<file path="config.mk">
export PLATFORM = sky130hd
export DESIGN_NAME = drc_op_table
export DESIGN_NICKNAME = d
export VERILOG_FILES = /design/src/hw/drc_pkg.sv /design/src/hw/drc_op_table.sv
export SDC_FILE = /design/constraint.sdc
export NUM_CORES = 1
export LEC_CHECK = 0
export BUFFER_PORTS_ARGS = -buffer_cell sky130_fd_sc_hd__buf_2
export CORE_MARGIN = 2
export CORE_UTILIZATION = 40
export DETAILED_ROUTE_END_ITERATION = 16
export PLACE_DENSITY_LB_ADDON = 0.05
export SLEW_MARGIN = 20
export SYNTH_ARGS = -nofsm -noshare
export SYNTH_HDL_FRONTEND = slang
export SYNTH_SLANG_ARGS = --single-unit
</file>
<file path="constraint.sdc">
create_clock -name clock -period 0.8 [get_ports clock]
set_clock_uncertainty 0.05 [all_clocks]
set_input_delay 0.08 -clock clock [delete_from_list [all_inputs] [get_ports clock]]
set_output_delay 0.08 -clock clock [all_outputs]
set_load 0.02 [all_outputs]
</file>
<file path="src/hw/drc_pkg.sv">
// Constants for the descriptor reserved-field checker
package drc_pkg;
    // Descriptor layout
    localparam int DESC_W     = 512;
    localparam int PRIV_BIT   = 31;
    localparam int FLAGS_LO   = 32;
    localparam int FLAGS_W    = 24;
    localparam int OPC_LO     = 56;
    localparam int CRA_LO     = 8;
    localparam int CRA_HI     = 15;
    localparam int IH_LO      = 36;
    localparam int IH_HI      = 37;
    // Flag bit positions
    localparam int F_FENCE    = 0;
    localparam int F_BOF      = 1;
    localparam int F_CRAV     = 2;
    localparam int F_RCR      = 3;
    localparam int F_RCI      = 4;
    localparam int F_CRST     = 5;
    localparam int F_RSV6     = 6;
    localparam int F_CHKRES   = 7;
    localparam int F_CC       = 8;
    localparam int F_A1TC     = 9;
    localparam int F_A2TC     = 10;
    localparam int F_A3TC     = 11;
    localparam int F_CRTC     = 12;
    localparam int F_SO       = 13;
    localparam int F_DRB      = 14;
    localparam int F_DSTST    = 15;
    localparam int F_RB1V     = 16;
    localparam int F_RB2V     = 17;
    localparam logic [23:0] OPSPEC_M = 24'hff0000;
    localparam logic [23:0] TABLED_M = 24'h00ef83;
    localparam logic [23:0] DRAIN_OPSPEC = 24'h030000;
    // Operation codes
    localparam logic [7:0] OP_NOOP  = 8'h00;
    localparam logic [7:0] OP_BATCH = 8'h01;
    localparam logic [7:0] OP_DRAIN = 8'h02;
    localparam logic [7:0] OP_MOVE  = 8'h03;
    localparam logic [7:0] OP_FILL  = 8'h04;
    localparam logic [7:0] OP_CMP   = 8'h05;
    localparam logic [7:0] OP_CMPP  = 8'h06;
    localparam logic [7:0] OP_CRDEL = 8'h07;
    localparam logic [7:0] OP_APDEL = 8'h08;
    localparam logic [7:0] OP_DUAL  = 8'h09;
    localparam logic [7:0] OP_CRC   = 8'h10;
    localparam logic [7:0] OP_CPCRC = 8'h11;
    localparam logic [7:0] OP_DIFC  = 8'h12;
    localparam logic [7:0] OP_DIFI  = 8'h13;
    localparam logic [7:0] OP_DIFS  = 8'h14;
    localparam logic [7:0] OP_DIFU  = 8'h15;
    localparam logic [7:0] OP_FLUSH = 8'h20;
    // Allowed tabled flags per operation
    localparam logic [23:0] AL_NOOP  = 24'h000001;
    localparam logic [23:0] AL_DRAIN = 24'h000600;
    localparam logic [23:0] AL_MOVE  = 24'h00e703;
    localparam logic [23:0] AL_FILL  = 24'h00e503;
    localparam logic [23:0] AL_CMP   = 24'h000683;
    localparam logic [23:0] AL_CMPP  = 24'h000283;
    localparam logic [23:0] AL_CRDEL = 24'h00ef83;
    localparam logic [23:0] AL_DUAL  = 24'h00ef03;
    localparam logic [23:0] AL_CRC   = 24'h000a03;
    localparam logic [23:0] AL_DIFC  = 24'h000203;
    localparam logic [23:0] AL_BATCH = 24'h000200;
    // Reserved byte masks, bit n is byte n
    localparam logic [63:0] RB_NOOP  = 64'hffffffcfffff0000;
    localparam logic [63:0] RB_DRAIN = 64'hffffffcf00000000;
    localparam logic [63:0] RB_MOVE  = 64'hffffffc000000000;
    localparam logic [63:0] RB_CMP   = 64'hfffffec000000000;
    localparam logic [63:0] RB_CRDEL = 64'hfef000c000000000;
    localparam logic [63:0] RB_APDEL = 64'hfffff0c000000000;
    localparam logic [63:0] RB_DUAL  = 64'hffff00c000000000;
    localparam logic [63:0] RB_CRC   = 64'hfffff0c0ff000000;
    localparam logic [63:0] RB_DIFC  = 64'hff00fac0ff000000;
    localparam logic [63:0] RB_DIFI  = 64'h00fff9c000000000;
    localparam logic [63:0] RB_DIFS  = 64'hff00fac000000000;
    localparam logic [63:0] RB_DIFU  = 64'h0000f8c000000000;
    localparam logic [63:0] RB_FLUSH = 64'hffffffc000ff0000;
    localparam logic [63:0] RB_BATCH = 64'hffffffc0ff000000;
endpackage : drc_pkg

</file>
<file path="src/hw/drc_op_table.sv">
// Per-operation allowed flag and reserved byte lookup
`timescale 1ns/100ps
module drc_op_table
    import drc_pkg::*;
(
    // Clock and reset
    input  wire logic        clock,
    input  wire logic        rst,
    // Lookup
    input  wire logic [7:0]  op,
    output logic      [23:0] allow_q,
    output logic      [63:0] resv_q,
    output logic             known_q,
    output logic             wrmem_q,
    output logic             flush_q,
    output logic             drain_q,
    output logic             needcr_q
);
    logic [23:0] allow_d;
    logic [63:0] resv_d;
    logic        known_d;
    logic        wrmem_d;

    always_comb begin
        known_d = 1'b1;
        wrmem_d = 1'b0;
        allow_d = TABLED_M;
        resv_d  = '0;
        case (op)
            OP_NOOP:  begin allow_d = AL_NOOP;  resv_d = RB_NOOP; end
            OP_DRAIN: begin allow_d = AL_DRAIN; resv_d = RB_DRAIN; end
            OP_MOVE:  begin allow_d = AL_MOVE; resv_d = RB_MOVE; wrmem_d = 1'b1; end
            OP_FILL:  begin allow_d = AL_FILL; resv_d = RB_MOVE; wrmem_d = 1'b1; end
            OP_CMP:   begin allow_d = AL_CMP;   resv_d = RB_CMP; end
            OP_CMPP:  begin allow_d = AL_CMPP;  resv_d = RB_CMP; end
            OP_CRDEL: begin allow_d = AL_CRDEL; resv_d = RB_CRDEL; wrmem_d = 1'b1; end
            OP_APDEL: begin allow_d = AL_MOVE; resv_d = RB_APDEL; wrmem_d = 1'b1; end
            OP_DUAL:  begin allow_d = AL_DUAL; resv_d = RB_DUAL; wrmem_d = 1'b1; end
            OP_CRC:   begin allow_d = AL_CRC;   resv_d = RB_CRC; end
            OP_CPCRC: begin allow_d = AL_DUAL; resv_d = RB_APDEL; wrmem_d = 1'b1; end
            OP_DIFC:  begin allow_d = AL_DIFC;  resv_d = RB_DIFC; end
            OP_DIFI:  begin allow_d = AL_MOVE; resv_d = RB_DIFI; wrmem_d = 1'b1; end
            OP_DIFS:  begin allow_d = AL_MOVE; resv_d = RB_DIFS; wrmem_d = 1'b1; end
            OP_DIFU:  begin allow_d = AL_MOVE; resv_d = RB_DIFU; wrmem_d = 1'b1; end
            OP_FLUSH: begin allow_d = AL_FILL;  resv_d = RB_FLUSH; end
            OP_BATCH: begin allow_d = AL_BATCH; resv_d = RB_BATCH; end
            // Unknown codes are caught by the opcode check, not here
            default:  known_d = 1'b0;
        endcase
    end

    always_ff @(posedge clock or posedge rst) begin
        if (rst) begin
            allow_q  <= '0;
            resv_q   <= '0;
            known_q  <= 1'b0;
            wrmem_q  <= 1'b0;
            flush_q  <= 1'b0;
            drain_q  <= 1'b0;
            needcr_q <= 1'b0;
        end else begin
            allow_q  <= allow_d;
            resv_q   <= resv_d;
            known_q  <= known_d;
            wrmem_q  <= wrmem_d;
            flush_q  <= (op == OP_FLUSH);
            drain_q  <= (op == OP_DRAIN);
            needcr_q <= (op == OP_CMP) || (op == OP_CMPP) || (op == OP_CRDEL) ||
                        (op == OP_CRC) || (op == OP_CPCRC) || (op == OP_DIFC);
        end
    end
endmodule : drc_op_table

</file>
==> impl_metrics.json <==
{
  "status": "finished, violations left",
  "violations": "negative setup slack",
  "drv_cap": 0,
  "critPathLaunchType": "register",
  "min_path_type": "in2reg",
  "cp.arrival_ns": 0.89,
  "antenna_found_initial": 0,
  "vdd_drop_max_uv": 539,
  "endpoint": "resv_q[17]",
  "final_common_cell": "buf_6",
  "gr-total-overflow": 0,
  "fp.dieW_um": 71.7,
  "fin_crit_sh": 1.27,
  "synth-seq-cells": 25,
  "cp_num_cells": 1,
  "num_antenna_cells": 0,
  "design.core.area_mm2": 0.00438,
  "htree_levels": 1,
  "clk_path_buf_depth": 2,
  "wl_met1_um": 1830,
  "syn_inst": 204,
  "cts_made_buffers": 3,
  "via_count": 1537,
  "slew_violations": 0,
  "critPathKind": "reg2out",
  "grt.total_usage": 0.173,
  "wl_met3_um": 244,
  "root_buffer": "clkbuf_8",
  "grt_pass1_vias": 1401,
  "synthMuxAreaShare": 0.00545,
  "multi_input_area_um2": 983,
  "yosysWarnings": 0,
  "grt_pass1_wl_um": 7000,
  "fp.dieArea_mm2": 0.00515,
  "syn_to_final_growth_pct": 57.8,
  "wire_per_inst_um": 13.5,
  "post-route-util": 0.661,
  "first_pass_iters": 4,
  "dr_wl_met2_um": 2290,
  "synthAdderAreaFrac": 0,
  "top_layer_used": "met4",
  "cts_tree": "done",
  "drt-total-wl_um": 4460,
  "leakage_nw": 1.41,
  "vias_per_cell": 4.64,
  "nets": 290,
  "grt_max_degree": 26,
  "ff_latch_area_um2": 633,
  "start_util": 0.419,
  "crit_buf_inv": 1,
  "syn_area_mm2": 0.00184,
  "cp.required_ns": 0.67,
  "clock.fmax_mhz": 982,
  "finalHoldViolations": 0,
  "worst_slack_ns": -0.218,
  "holdCritStartpoint": "op[2]",
  "max_stage_delay_ns": 0.45,
  "first_iter_violations": 31,
  "synth_edf_count": 0,
  "drc": 0,
  "n_fill_cell": 363,
  "power_density_mw_per_mm2": 1070,
  "io_pins": 103,
  "post-place-ws_ns": -0.586,
  "synthDistinctLibCells": 43,
  "synth_xor_area_frac": 0.0232,
  "cpLargestDelayFamily": "flip-flops",
  "dieHeight_um": 71.7,
  "num_rows": 24,
  "synth_top_family_by_area": "buffers and inverters",
  "gp_congestion": 0.880,
  "crit_chain": "buf_2",
  "endpoint_kind": "output pin",
  "async_flop_share": 1.00,
  "dpl.hpwl_um": 3310,
  "holdPathStages": 3,
  "setup_viol": 76,
  "dominantRegCellSynth": "dfrtp_1",
  "synth_compound_area_frac": 0.119,
  "cts_sinks": 25,
  "post-route-min-period_ns": 1.02,
  "synth-simple-area-share": 0.187,
  "drtAntennaViolNets": 0,
  "drive_gt1_frac": 0.609,
  "ys_seq_area_frac": 0.341,
  "layout_common_cells": "54 x buf_6, 42 x buf_4, 32 x conb_1",
  "crit_fanout": 8,
  "startpoint": "resv_q[23]",
  "avgSynthCellArea_um2": 9.00,
  "rsz0062_at_grt": "true",
  "place.port_buffers": 70,
  "clk_pin_slew_ns": 0.08,
  "crit_slowest_cell": "dfrtp_2"
}
## area by class of cell
cell class                      instances  area share
Clock buffer                            4      0.0156
Inverter                                3     0.00389
Multi-Input combinational cell        128       0.340
Sequential cell                        25       0.219
Tap cell                               52      0.0225
Timing Repair Buffer                  119       0.400
## kinds of logic (layout without fill, tap and decap cells)
| group | after synthesis | in the layout |
|---|---|---|
| buf+inv | 82 | 126 |
| mux | 1 | 1 |
| other cells | 1 | 32 |
| simple gates | 62 | 62 |
| compound gates | 29 | 29 |
| flops | 25 | 25 |
| xor+xnor | 4 | 4 |
## how the worst min path moves through the flow
stage | to | slack (ns)
final | allow_q[9] | 0.09
after global routing | allow_q[9] | 0.09
after CTS | allow_q[9] | 0.08
after detailed placement | resv_q[43] | 0.07
after global placement | resv_q[43] | 0.06
after floorplan | allow_q[0] | 0.06
## cell usage after synthesis, drive strengths merged (2+ instances only)
| library cell | instances | area [um2] |
|---|---|---|
| a21oi | 3 | 15.0 |
| a22o | 2 | 17.5 |
| and2 | 4 | 25.0 |
| and3 | 2 | 12.5 |
| buf | 79 | 579 |
| dfrtp | 25 | 626 |
| inv | 3 | 11.3 |
| nand2 | 11 | 41.3 |
| nand3 | 6 | 30.0 |
| nand3b | 2 | 15.0 |
| nand4 | 3 | 18.8 |
| nor2 | 9 | 33.8 |
| nor2b | 6 | 37.5 |
| nor3 | 12 | 76.3 |
| nor4 | 2 | 18.8 |
| o21ai | 9 | 45.0 |
| o311ai | 2 | 25.0 |
| o32ai | 3 | 33.8 |
| or3 | 3 | 18.8 |
| xnor2 | 4 | 42.6 |
## report_power, final
group / switching (mW) / total [mW] / internal, mW
registers: 0.0253 / 1.32 / 1.29
logic: 0.581 / 1.05 / 0.468
clock network: 0.375 / 0.731 / 0.356
total: 0.981 / 3.10 / 2.12
## state kept, by name, summed over array words and instances (netlist names)
signal    count
known_q       1
wrmem_q       1
resv_q       13
drain_q       1
needcr_q      1
flush_q       1
allow_q       7
## stage by stage
step	cells	instance area [um2]	setup TNS, ns	hold slack, ns	total power [mW]
2_1_floorplan	235	2100	-4.17	0.0571	2.05
3_3_place_gp	317	2200	-10.63	0.0632	2.12
3_5_place_dp	317	2200	-10.96	0.0673	2.13
4_1_cts	330	2680	-12.15	0.0819	3.02
5_1_grt	331	2900	-14.79	0.0919	3.25
6_report	331	2900	-12.07	0.0896	3.10
## layer usage
metal	track usage	vias to the layer above
li1	-	749
met1	0.229	714
met5	0	-
met4	0.0692	0
met2	0.291	64
met3	0.0169	10
## repair_timing
| item | CTS | global route |
|---|---|---|
| hold endpoints to repair | 25 | 0 |
| pin swaps | 22 | 20 |
| hold buffers | 1 | 0 |
| setup endpoints to repair | 82 | 85 |
| cloned | 0 | 1 |
| setup buffers | 9 | 1 |
| gates resized for setup | 112 | 53 |
Power figures use the tool's default switching activity.
